### src/logic/rcbc_map.svh
// Register offsets, field positions and reset values of the calibration and backup control block
`ifndef RCBC_MAP_SVH
`define RCBC_MAP_SVH
// ==========================================
// Register offsets
`define RCBC_OFS_CTRL   4'h0
`define RCBC_OFS_CAL    4'h1
`define RCBC_OFS_CFG    4'hE
`define RCBC_OFS_STAT   4'hF
// ==========================================
// Control register fields
`define RCBC_CTRL_CAL   2
`define RCBC_CTRL_AEN   3
// Calibration register fields
`define RCBC_CAL_SIGN   5
`define RCBC_CAL_MAG_HI 4
// Configuration register fields
`define RCBC_CFG_ALSW   7
`define RCBC_CFG_F1     6
`define RCBC_CFG_F0     5
`define RCBC_CFG_TEN    2
`define RCBC_CFG_FC     1
// ==========================================
// Reset values
`define RCBC_RST_CTRL   2'h0
`define RCBC_RST_MAG    5'h00
`define RCBC_RST_CFG    8'h80
// ==========================================
// Divider taps and pin input indices
`define RCBC_TAP_512    5
`define RCBC_TAP_4096   2
`define RCBC_TAP_1HZ    14
`define RCBC_PIN_XTAL   0
`define RCBC_PIN_VLOW   1
`define RCBC_PIN_VFULL  2
`define RCBC_PIN_LOST   3
`endif

### src/logic/rcbc_pkg.sv
// Types shared by the calibration and backup control block
package rcbc_pkg;
    // ==========================================
    // Data byte of the register port
    typedef logic [7:0] rcbc_byte_t;
    // Register address
    typedef logic [3:0] rcbc_addr_t;
    // Function that owns the multifunction pin
    typedef enum logic [1:0] {
        RCBC_MOP_CAL,
        RCBC_MOP_WAVE,
        RCBC_MOP_ALARM,
        RCBC_MOP_HIZ
    } rcbc_mop_t;
endpackage

### src/logic/rcbc_ctrl.sv
// Calibration, timebase correction, pin mux and backup supply control of the clock
// Summary of operation
// - Calibration bit gives pin to calibration
// - Calibration drives raw 512 Hz square wave
// - Correction removes or adds divider pulses
// - Sign one adds, sign zero removes pulses
// - Five-bit magnitude, zero means no correction
// - Correction writable only in calibration mode
// - Clearing calibration restores selected pin function
// - Correction lost when backup source fails
// - Low main supply switches to backup
// - Trickle enable charges until backup full
// - Fast charge selects high current mode
// - Calibration bit two; alarm keeps running
// - Square wave needs select bit zero
`timescale 1ns/1ps
`include "rcbc_map.svh"

module rcbc_ctrl #(
    parameter int CORR_LOG2 = 18  // Correction interval, log2 of timebase ticks
) (
    input  wire logic              sys_clk,
    input  wire logic              nrst,
    input  wire rcbc_pkg::rcbc_addr_t regAddr,
    input  wire rcbc_pkg::rcbc_byte_t regWdata,
    input  wire logic              regWr,
    input  wire logic              regRd,
    output rcbc_pkg::rcbc_byte_t   regRdata,
    input  wire logic              xtalIn,
    input  wire logic              vddBelowSw,
    input  wire logic              vbakAtVdd,
    input  wire logic              backupLost,
    input  wire logic              alarmActive,
    output logic                   mopOut,
    output logic                   mopOe,
    output logic                   onBackup,
    output logic                   chargeEn,
    output logic                   fastChargeEn,
    output logic                   secTick
);
    import rcbc_pkg::*;

    // ==========================================
    // Address decode
    function automatic logic hit(input rcbc_addr_t a, input rcbc_addr_t ofs);
        hit = (a == ofs);
    endfunction

    // ==========================================
    // Pin synchronisers
    logic [3:0]       pinRaw;     // Asynchronous inputs gathered
    logic [3:0]       syncA_r;    // First stage, read only by second
    logic [3:0]       syncB_r;    // Synchronised levels
    assign pinRaw = {backupLost, vbakAtVdd, vddBelowSw, xtalIn};
    genvar gi;
    generate
        for (gi = 0; gi < 4; gi++)
        begin : g_sync
            // Two flops per pin guard against metastability
            always_ff @(posedge sys_clk or negedge nrst)
            begin
                if (!nrst)
                begin
                    syncA_r[gi] <= 1'b0;
                    syncB_r[gi] <= 1'b0;
                end
                else
                begin
                    syncA_r[gi] <= pinRaw[gi];
                    syncB_r[gi] <= syncA_r[gi];
                end
            end
        end
    endgenerate

    logic             xtalS;      // Synced crystal level
    logic             vddLowS;    // Synced supply comparator
    logic             vbakFullS;  // Synced backup full comparator
    logic             lostS;      // Synced backup lost flag
    assign xtalS     = syncB_r[`RCBC_PIN_XTAL];
    assign vddLowS   = syncB_r[`RCBC_PIN_VLOW];
    assign vbakFullS = syncB_r[`RCBC_PIN_VFULL];
    assign lostS     = syncB_r[`RCBC_PIN_LOST];

    // ==========================================
    // Registers
    logic             calMode_r;  // Calibration mode
    logic             aen_r;      // Alarm enable
    logic             calSign_r;  // cal_sign_bit
    logic [4:0]       calMag_r;   // Correction magnitude
    rcbc_byte_t       cfg_r;      // Configuration register
    logic             wrCtrl;     // Write hits control
    logic             wrCal;      // Write hits correction
    assign wrCtrl = regWr && hit(regAddr, `RCBC_OFS_CTRL);
    assign wrCal  = regWr && hit(regAddr, `RCBC_OFS_CAL);

    // Control register, calibration bit at bit two
    always_ff @(posedge sys_clk or negedge nrst)
    begin
        if (!nrst)
            {aen_r, calMode_r} <= `RCBC_RST_CTRL;
        else if (wrCtrl)
        begin
            calMode_r <= regWdata[`RCBC_CTRL_CAL];
            aen_r     <= regWdata[`RCBC_CTRL_AEN];
        end
    end

    // Correction register; the backup loss wins over a write
    always_ff @(posedge sys_clk or negedge nrst)
    begin
        if (!nrst)
        begin
            calSign_r <= 1'b0;
            calMag_r  <= `RCBC_RST_MAG;
        end
        else if (lostS)
        begin
            // Setting gone with its supply, software reloads it
            calSign_r <= 1'b0;
            calMag_r  <= `RCBC_RST_MAG;
        end
        else if (wrCal && calMode_r)
        begin
            calSign_r <= regWdata[`RCBC_CAL_SIGN];
            calMag_r  <= regWdata[`RCBC_CAL_MAG_HI:0];
        end
    end

    // Configuration register
    always_ff @(posedge sys_clk or negedge nrst)
    begin
        if (!nrst)
            cfg_r <= `RCBC_RST_CFG;
        else if (regWr && hit(regAddr, `RCBC_OFS_CFG))
            cfg_r <= regWdata;
    end

    // ==========================================
    // Raw timebase divider
    logic             xtalD_r;    // Delayed crystal level
    logic             rawTick;    // One cycle per crystal period
    logic [14:0]      rawCnt_r;   // Uncorrected divider
    assign rawTick = xtalS && !xtalD_r;

    always_ff @(posedge sys_clk or negedge nrst)
    begin
        if (!nrst)
        begin
            xtalD_r  <= 1'b0;
            rawCnt_r <= 15'h0000;
        end
        else
        begin
            xtalD_r <= xtalS;
            if (rawTick)
                rawCnt_r <= rawCnt_r + 15'h0001;
        end
    end

    logic             raw512;     // Uncorrected 512 Hz wave
    assign raw512 = rawCnt_r[`RCBC_TAP_512];

    // ==========================================
    // Correction interval and pending pulses
    logic [CORR_LOG2-1:0] intCnt_r;   // Interval counter
    logic [4:0]       pending_r;  // Pulses left this interval
    logic             corrNow;    // Correct on this tick
    assign corrNow = rawTick && (pending_r != 5'h00);

    // Magnitude loaded once per interval, one pulse per step
    always_ff @(posedge sys_clk or negedge nrst)
    begin
        if (!nrst)
        begin
            intCnt_r  <= '0;
            pending_r <= 5'h00;
        end
        else if (rawTick)
        begin
            intCnt_r <= intCnt_r + 1'b1;
            if (intCnt_r == '1)
                pending_r <= calMag_r;
            else if (corrNow)
                pending_r <= pending_r - 5'h01;
        end
    end

    // ==========================================
    // Corrected divider
    logic [15:0]      corrSum;    // Count plus increment, with carry
    logic [14:0]      corrCnt_r;  // Corrected divider
    logic [1:0]       corrInc;    // Counts added this cycle
    // A removed pulse adds nothing, an added one counts twice
    always_comb
    begin
        corrInc = 2'h0;
        if (rawTick && !corrNow)
            corrInc = 2'h1;
        else if (corrNow && calSign_r)
            corrInc = 2'h2;
    end
    assign corrSum = {1'b0, corrCnt_r} + {14'h0000, corrInc};

    // Carry out marks one corrected second
    always_ff @(posedge sys_clk or negedge nrst)
    begin
        if (!nrst)
        begin
            corrCnt_r <= 15'h0000;
            secTick   <= 1'b0;
        end
        else
        begin
            corrCnt_r <= corrSum[14:0];
            secTick   <= corrSum[15];
        end
    end

    // ==========================================
    // Multifunction pin mux
    logic             sqWave;     // Selected square wave
    rcbc_mop_t        mopSel;     // Pin owner
    always_comb
    begin
        unique case ({cfg_r[`RCBC_CFG_F1], cfg_r[`RCBC_CFG_F0]})
            2'h0: sqWave = corrCnt_r[`RCBC_TAP_1HZ];
            2'h1: sqWave = raw512;
            2'h2: sqWave = rawCnt_r[`RCBC_TAP_4096];
            2'h3: sqWave = xtalS;
        endcase
    end

    // Calibration outranks every other function
    always_comb
    begin
        if (calMode_r)
            mopSel = RCBC_MOP_CAL;
        else if (!cfg_r[`RCBC_CFG_ALSW])
            mopSel = RCBC_MOP_WAVE;
        else if (aen_r)
            mopSel = RCBC_MOP_ALARM;
        else
            mopSel = RCBC_MOP_HIZ;
    end

    // Open drain: enable pulls low, registered against glitches
    always_ff @(posedge sys_clk or negedge nrst)
    begin
        if (!nrst)
            mopOe <= 1'b0;
        else
        begin
            unique case (mopSel)
                RCBC_MOP_CAL:   mopOe <= !raw512;
                RCBC_MOP_WAVE:  mopOe <= !sqWave;
                RCBC_MOP_ALARM: mopOe <= alarmActive;
                RCBC_MOP_HIZ:   mopOe <= 1'b0;
            endcase
        end
    end
    assign mopOut = 1'b0;

    // ==========================================
    // Backup switchover and trickle charger
    always_ff @(posedge sys_clk or negedge nrst)
    begin
        if (!nrst)
        begin
            onBackup     <= 1'b0;
            chargeEn     <= 1'b0;
            fastChargeEn <= 1'b0;
        end
        else
        begin
            onBackup <= vddLowS;
            // Charge only on main power and until backup is full
            chargeEn <= cfg_r[`RCBC_CFG_TEN] && !vddLowS && !vbakFullS;
            fastChargeEn <= cfg_r[`RCBC_CFG_TEN] && cfg_r[`RCBC_CFG_FC] && !vddLowS && !vbakFullS;
        end
    end

    // ==========================================
    // Read port, data valid the cycle after the strobe
    always_ff @(posedge sys_clk or negedge nrst)
    begin
        if (!nrst)
            regRdata <= 8'h00;
        else if (regRd)
        begin
            regRdata <= 8'h00;
            if (hit(regAddr, `RCBC_OFS_CTRL))
            begin
                regRdata[`RCBC_CTRL_CAL] <= calMode_r;
                regRdata[`RCBC_CTRL_AEN] <= aen_r;
            end
            else if (hit(regAddr, `RCBC_OFS_CAL))
                regRdata <= {2'h0, calSign_r, calMag_r};
            else if (hit(regAddr, `RCBC_OFS_CFG))
                regRdata <= cfg_r;
            else if (hit(regAddr, `RCBC_OFS_STAT))
                regRdata <= {4'h0, fastChargeEn, chargeEn, onBackup, vddLowS};
        end
    end
endmodule

### config.mk
export PLATFORM = sky130hd
export DESIGN_NAME = rcbc_ctrl
export DESIGN_NICKNAME = d
export VERILOG_FILES = /design/src/logic/rcbc_pkg.sv /design/src/logic/rcbc_ctrl.sv
export VERILOG_INCLUDE_DIRS = /design/src /design/src/logic
export SDC_FILE = /design/constraint.sdc
export NUM_CORES = 1
export LEC_CHECK = 0
export ABC_AREA = 1
export BUFFER_PORTS_ARGS = -buffer_cell sky130_fd_sc_hd__buf_2
export CORE_MARGIN = 2
export CORE_UTILIZATION = 40
export DETAILED_ROUTE_END_ITERATION = 10
export SETUP_SLACK_MARGIN = 0.5
export SKIP_LAST_GASP = 1
export SYNTH_ARGS = -nofsm -noshare
export SYNTH_HDL_FRONTEND = slang
export SYNTH_SLANG_ARGS = --single-unit
### constraint.sdc
create_clock -name sys_clk -period 4.2 [get_ports sys_clk]
set_clock_uncertainty 0.05 [all_clocks]
set_input_delay 0.21 -clock sys_clk [delete_from_list [all_inputs] [get_ports sys_clk]]
set_output_delay 0.21 -clock sys_clk [all_outputs]
set_load 0.02 [all_outputs]
==> summary.md, run 1 <==
| Metric | Value |
|---|---|
| Status | complete, but fails checks |
| Failing checks | hold timing |
| P per Cell Area | a little over 400 mW/mm2 |
| Vias in the first global route | approximately 2800 |
| Clk buf depth | 2 |
| Root Driver | clkbuf_8 |
| CTS tree | built |
| Worst-path clk slew | 90 ps |
| Fin crit period | ~2500 ps |
| Core box area | approximately 0.0092 mm2 |
| Io pins | 35 |
| Diode count | 0 |
| Global-route wire length before repair | about 13000 um |
| Layout cells sized above 1 | around 14% |
| CP bufs+invs | 2 |
| Fmax | about 0.40 GHz |
| Asr flop ratio synth | 100% |
| Dpl cells | 581 |
| Slowest cell delay on critical path | about 450 ps |
| Mapped Cells | 423 |
| Worst Path Arrival | 2670 ps |
| Die Width | roughly 100 um |
| Gpl congestion | between 0.7 and 0.8 |
| Synth area leaders | dfrtp_1 (53%), nand2_1 (12%), inv_1 (5.0%) |
| Comb pwr share | about an eighth |
| Reg area | just over 0.002 mm2 |
| Post-synth design cell area | between 0.003 and 0.004 mm2 |
| Tot GR Track Use | between 10% and 20% |
| CP required | between 4000 and 5000 ps |
| Register area share after synthesis | a little over half |
| Post-route insts no fill | between 600 and 700 |
| GR Overflow Total | 0 |
| Switching part of the total power | slightly below 30% |
| Mapped Nets | between 400 and 500 |
| Drt via density | 4.65 |
| Setup violations, final | 0 |
| Top cell type by total area after synthesis | dfrtp_1 |
| Number of enable flip-flop cells after synthesis | 0 |
| Clk pwr share | 32.3% |
| R2r setup slk | approximately 1700 ps |
| Synth top area share | 53.3% |
| Area delta synth->final | 14.3% |
| Finished Cell Area | 0.00435 mm2 |
| Inserted Clock Buffers | 9 |
| Final net count | 495 |
| Commonest non-fill, non-tap cells in the layout | nand2_1 (118), dfrtp_1 (81), inv_1 (51), buf_2 (32), nor2_1 (28) |
| Final hold slack | -21.9 ps |
| Clock sinks | between 80 and 90 |
| Port bufs | 33 |
| Switching Power | 533 uW |
| Flop pwr share | 54.4% |
| Slowest stage cell, crit path | fa_1 |
| Hpwl dp | about 5200 um |
| Antenna Nets Post-Route | 0 |
| Post-CTS Setup Inserts | 0 |
| Crit end category | register |
| P_leak | around 0.0022 uW |
| Initial antenna violation count | 0 |
| Die Ht | 102 um |
| Crit start category | register |
| Rel. slew slack | between 30% and 40% |
| Hold buffer count at CTS | 4 |
| Crit path cell chain | inv_1 > nand2_1 > nor3_1 > ha_1 > inv_1 > fa_1 > nor4_4 > nand2_1 > xnor2_1 |
| Wire per inst | between 10 and 15 um |
| Yosys warning count | 0 |
| Clk_lat worst skew | about 350 ps |
| Synth cell types | 33 |
| Max VDD drop | between 0.2 and 0.25 mV |
| DRT iter0 DRCs | 112 |
| Multi-input gate area | 0.00153 mm2 |
| Pint | roughly 1300 uW |
| CTS resizes | 0 |
| Yosys reg bits | just over 80 |
| Detailed-route DRC error count | 0 |
| Crit share post-route | approximately three fifths |
| Crit path max fanout | 12 |
| # rows | 35 |
| Via Count | 2797 |
| Worst-Margin Slew | 1020 ps |
| Max-cap violations | 0 |
| TritonRoute pass-1 iters | 4 |
| Delay-heaviest family, CP | simple AND/OR/NAND/NOR gates |
| Routed wire length | around 7200 um |
| Commonest non-fill, non-tap cell in the layout | nand2_1 |
| Top FF cell, synth | dfrtp_1 |
| Fin Setup TNS | 0 ps |
| Die Area | just over 0.01 mm2 |
| Final core utilization | 47.1% |
| H-tree depth | 3 |
| Slew Viols, Final | 0 |
| Area post-placement | 0.00411 mm2 |
| Fin. Hold Viols | 14 |
| Hold Crit Class | in -> async |
| Initial Util | 41.2% |
| Post-Syn Area per Cell | 8.99 um2 |
| RSZ-0062 raised after global routing | no |
| Filler cell count | about 900 |
| Crit Path Class | reg -> reg |
| Pin count of the biggest net entering global routing | 83 |
cell usage after synthesis (2+ instances only):
library cell and instances:
buf_2 3, nand3b_1 2, o22ai_1 6, nand3_1 25, ha_1 6, inv_1 51, xor2_1 19, nand2_1 118
nor2_2 4, nand4_1 8, inv_2 2, xnor2_1 14, nor2_4 4, nor2_1 28, o21ai_0 19, nand2_2 4
nor3_1 11, a21oi_1 4, dfrtp_1 81
layer usage:
layer | global-route usage (%) | share of wire [%] | vias up
li1 | - | - | 1418
met1 | 22.1 | 52 | 1340
met2 | 23.9 | 44 | 31
met3 | 3.52 | 2.6 | 8
met4 | 4.68 | 1.3 | 0
met5 | 0 | 0 | -
layout make-up:
type                       instances  share of cell area (%)
multi-input combinational        283                    35.1
clock inverter                     6                    1.64
timing repair buffer              37                    4.78
inverter                          54                    4.66
sequential                        82                    47.2
clock buffer                      10                    2.93
tap                              129                    3.71
final timing paths:
kind	end	depth (start not counted)	start
setup reg to reg	corrCnt_r[10]$_DFF_PN0_	9	xtalD_r$_DFF_PN0_
max in group asynchronous	pending_r[0]$_DFFE_PN0P_	1	nrst
min in group sys_clk	cfg_r[7]$_DFFE_PN1P_	3	regWdata[7]
hold reg to reg	lostS$_DFF_PN0_	0	syncA_r[3]$_DFF_PN0_
setup / recovery	corrCnt_r[10]$_DFF_PN0_	9	xtalD_r$_DFF_PN0_
hold / removal	mopOe$_DFF_PN0_	1	nrst
flip-flops by register name, summed over array words and instances (netlist names):
name / count
vddLowS: 1
rawCnt_r: 6
calSign_r: 1
onBackup: 1
lostS: 1
pending_r: 5
regRdata: 8
xtalD_r: 1
calMag_r: 5
intCnt_r: 18
vbakFullS: 1
secTick: 1
fastChargeEn: 1
calMode_r: 1
corrCnt_r: 15
syncA_r: 4
aen_r: 1
xtalS: 1
cfg_r: 8
mopOe: 1
chargeEn: 1
power groups by stage:
stage / combinational (uW) / clock, uW / sequential, uW
global route: 282 / 642 / 997
finish: 240 / 583 / 981
floorplan: 167 / 0 / 985
global placement: 234 / 0 / 992
CTS: 245 / 606 / 981
detailed placement: 241 / 0 / 996
cell families after synthesis:
kind of cell             synth area share, %
AO/OA/AOI/OAI                           4.97
XOR/XNOR                                7.60
flip-flops                              54.0
adder cells (fa/ha/maj)                 2.50
buffers and inverters                   5.92
AND/OR/NAND/NOR                         24.9
other                                 0.0986
through the flow:
step           setup slack, ps  total power (uW)
6_report                  1720              1800
5_1_grt                   1470              1920
4_1_cts                   1690              1830
3_5_place_dp              1700              1240
3_3_place_gp              1740              1230
2_1_floorplan             1970              1150
Power figures use the tool's default switching activity.
==> run 2, diff against run 1 <==
- ABC_AREA: 1 -> 0
- clock period: 4.2 -> 2.2 ns (I/O delays scaled with it)
==> summary.md, run 2 <==
| Metric | Value |
|---|---|
| Commonest non-fill, non-tap cell in the layout | dfrtp_1 |
| Hold_sp | regRd |
| TritonRoute pass-1 iters | 4 |
| Worst Path Arrival | 2750 ps |
| P per Cell Area | between 700 and 800 mW/mm2 |
| Die Width | 99.0 um |
| Port bufs | 33 |
| Layout cells sized above 1 | between 30% and 40% |
| Vias in the first global route | ~2600 |
| Yosys warning count | 0 |
| Clock sinks | 82 |
| Number of enable flip-flop cells after synthesis | 0 |
| Finished Cell Area | between 0.004 and 0.005 mm2 |
| Detailed-route DRC error count | 0 |
| RR Endpoint | corrCnt_r[14]$_DFF_PN0_ |
| Crit path max fanout | 4 |
| Mapped Cells | 310 |
| P_leak | between 0.002 and 0.0025 uW |
| Die Ht | 99.0 um |
| Crit path cell chain | inv_2 > ha_4 > or4b_4 > nor2_4 > ha_4 > inv_2 > fa_2 > nor2b_2 > and3_4 > and4_1 > xor2_1 |
| Post-Syn Area per Cell | 11.6 um2 |
| Fin. Hold Viols | 0 |
| Filler cell count | about 760 |
| Final worst slack | -325 ps |
| # rows | 34 |
| Hold EP | regRdata[1]$_DFFE_PN0P_ |
| Hold Crit Class | in -> reg |
| Io pins | 35 |
| Max reg flops | 18 |
| GR Overflow Total | 0 |
| Crit start category | register |
| Slowest cell delay on critical path | ~490 ps |
| Synth area leaders | dfrtp_1 (56%), xnor2_1 (5.8%), nand2_1 (2.9%) |
| Wire per inst | roughly 14 um |
| Gpl congestion | around 0.8 |
| Clk_lat worst skew | 350 ps |
| Hold Crit Depth | 2 |
| Clk buf depth | 2 |
| Fin Setup TNS | -3010 ps |
| Biggest regs | intCnt_r x18, corrCnt_r x15 |
| Slowest stage cell, crit path | or4b_4 |
| Final hold slack | between 70 and 80 ps |
| R2r setup slk | -330 ps |
| CP bufs+invs | 2 |
| Register area share after synthesis | between 50% and 60% |
| Final core utilization | 53.6% |
| Max VDD drop | 0.356 mV |
| Rel. slew slack | approximately 64% |
| Yosys reg bits | 82 |
| Hpwl dp | a little under 5000 um |
| Via Count | about 2600 |
| Routed wire length | between 7000 and 8000 um |
| Top cell type by total area after synthesis | dfrtp_1 |
| Antenna Nets Post-Route | 0 |
| Drt via density | slightly above 5 |
| Pin count of the biggest net entering global routing | 43 |
| H-tree depth | 3 |
| Global-route wire length before repair | 12500 um |
| Tot GR Track Use | 16.0% |
| Delay-heaviest family, CP | simple AND/OR/NAND/NOR gates |
| CTS tree | built |
| Area delta synth->final | 29.5% |
| Synth cell types | 50 |
| Initial antenna violation count | 0 |
| Pwr Total | about 3700 uW |
| Initial Util | between 40% and 50% |
| Synth top area share | a little under three fifths |
| Crit end category | register |
| Diode count | 0 |
| Area post-placement | 0.00407 mm2 |
| Asr flop ratio synth | 100% |
| Status | complete, but fails checks |
| CP required | roughly 2400 ps |
| Max-cap violations | 0 |
| Die Area | a little under 0.01 mm2 |
| Reg area | 0.00206 mm2 |
| Fin crit period | between 2000 and 3000 ps |
| DRT iter0 DRCs | slightly below 90 |
| Mapped Nets | approximately 340 |
| Inserted Clock Buffers | 9 |
| Crit Path Class | reg -> reg |
| Setup violations, final | 13 |
| RSZ-0062 raised after global routing | yes |
| Fmax | about 0.40 GHz |
| Worst-path clk slew | 90 ps |
| Worst-Margin Slew | about 530 ps |
| Biggest register | intCnt_r |
| Commonest non-fill, non-tap cells in the layout | dfrtp_1 (79), buf_2 (32), buf_4 (29), nor2_1 (25), nand2_1 (25) |
| Reg2reg start | pending_r[1]$_DFFE_PN0P_ |
| Worst-case reg-to-reg path depth | 11 |
| Crit share post-route | 115% |
| Final net count | about 420 |
| Core box area | a little under 0.009 mm2 |
| Slew Viols, Final | 0 |
| Failing checks | setup timing |
| Root Driver | clkbuf_8 |
| Post-synth top cells | dfrtp_1 (81), nand2_1 (28), nor2_1 (26) |
| Multi-input gate area | 0.00163 mm2 |
| Post-synth design cell area | about 0.0036 mm2 |
| Count leader, synth | dfrtp_1 |
| Top FF cell, synth | dfrtp_1 |
run 2: worst max path at each step:
stage / start / end / slack (ps) / cells after the start
after detailed placement: pending_r[0]$_DFFE_PN0P_ / corrCnt_r[14]$_DFF_PN0_ / -360 / 11
final: pending_r[1]$_DFFE_PN0P_ / corrCnt_r[14]$_DFF_PN0_ / -330 / 11
after global placement: pending_r[0]$_DFFE_PN0P_ / corrCnt_r[14]$_DFF_PN0_ / -310 / 11
after floorplan: pending_r[0]$_DFFE_PN0P_ / corrCnt_r[14]$_DFF_PN0_ / -310 / 11
after CTS: pending_r[0]$_DFFE_PN0P_ / corrCnt_r[14]$_DFF_PN0_ / -340 / 11
after global routing: pending_r[0]$_DFFE_PN0P_ / corrCnt_r[14]$_DFF_PN0_ / -470 / 11
run 2: per-stage QoR:
| stage | setup WS [ps] | std cells |
|---|---|---|
| after detailed placement | -364 | 462 |
| final | -325 | 506 |
| after CTS | -343 | 501 |
| after floorplan | -308 | 310 |
| after global placement | -312 | 462 |
| after global routing | -466 | 506 |
run 2: final cells by class:
type	count	share of cell area [%]
Tap cell	108	2.89
Timing Repair Buffer	80	12.6
Sequential cell	82	44.0
Clock inverter	5	2.19
Multi-Input combinational cell	210	34.8
Inverter	10	0.803
Clock buffer	11	2.81
run 2: repair_timing:
item	CTS	global route
setup buffers	9	5
hold buffers	14	0
endpoints found under the setup margin	26	24
pin swaps	6	10
hold endpoints to repair	59	0
gates resized for setup	13	14
run 2: where the power goes:
group	leakage, uW	total (uW)	switching (uW)	internal, uW
combinational	0.00104	518	244	274
clock	0.000114	1280	525	753
sequential	0.00106	1910	189	1720
run 2: layer usage:
layer	share of wire [%]	wire length, um	vias up	global-route usage, %
met4	1.4	102	0	5.27
met3	3.2	236	8	3.83
li1	-	-	1251	-
met5	0	0	-	0
met2	48	3470	35	24.9
met1	48	3490	1257	22.1
run 2: logic make-up (layout without fill, tap and decap cells):
logic type	Yosys count	count (layout)	share of synthesized area, %
AO/OA/AOI/OAI	25	25	4.78
XOR/XNOR	35	35	8.70
adder cells (fa/ha/maj)	7	7	2.63
buffers and inverters	18	106	2.25
flip-flops	82	82	56.9
multiplexers	21	21	6.51
other	1	1	0.104
AND/OR/NAND/NOR	121	121	18.2
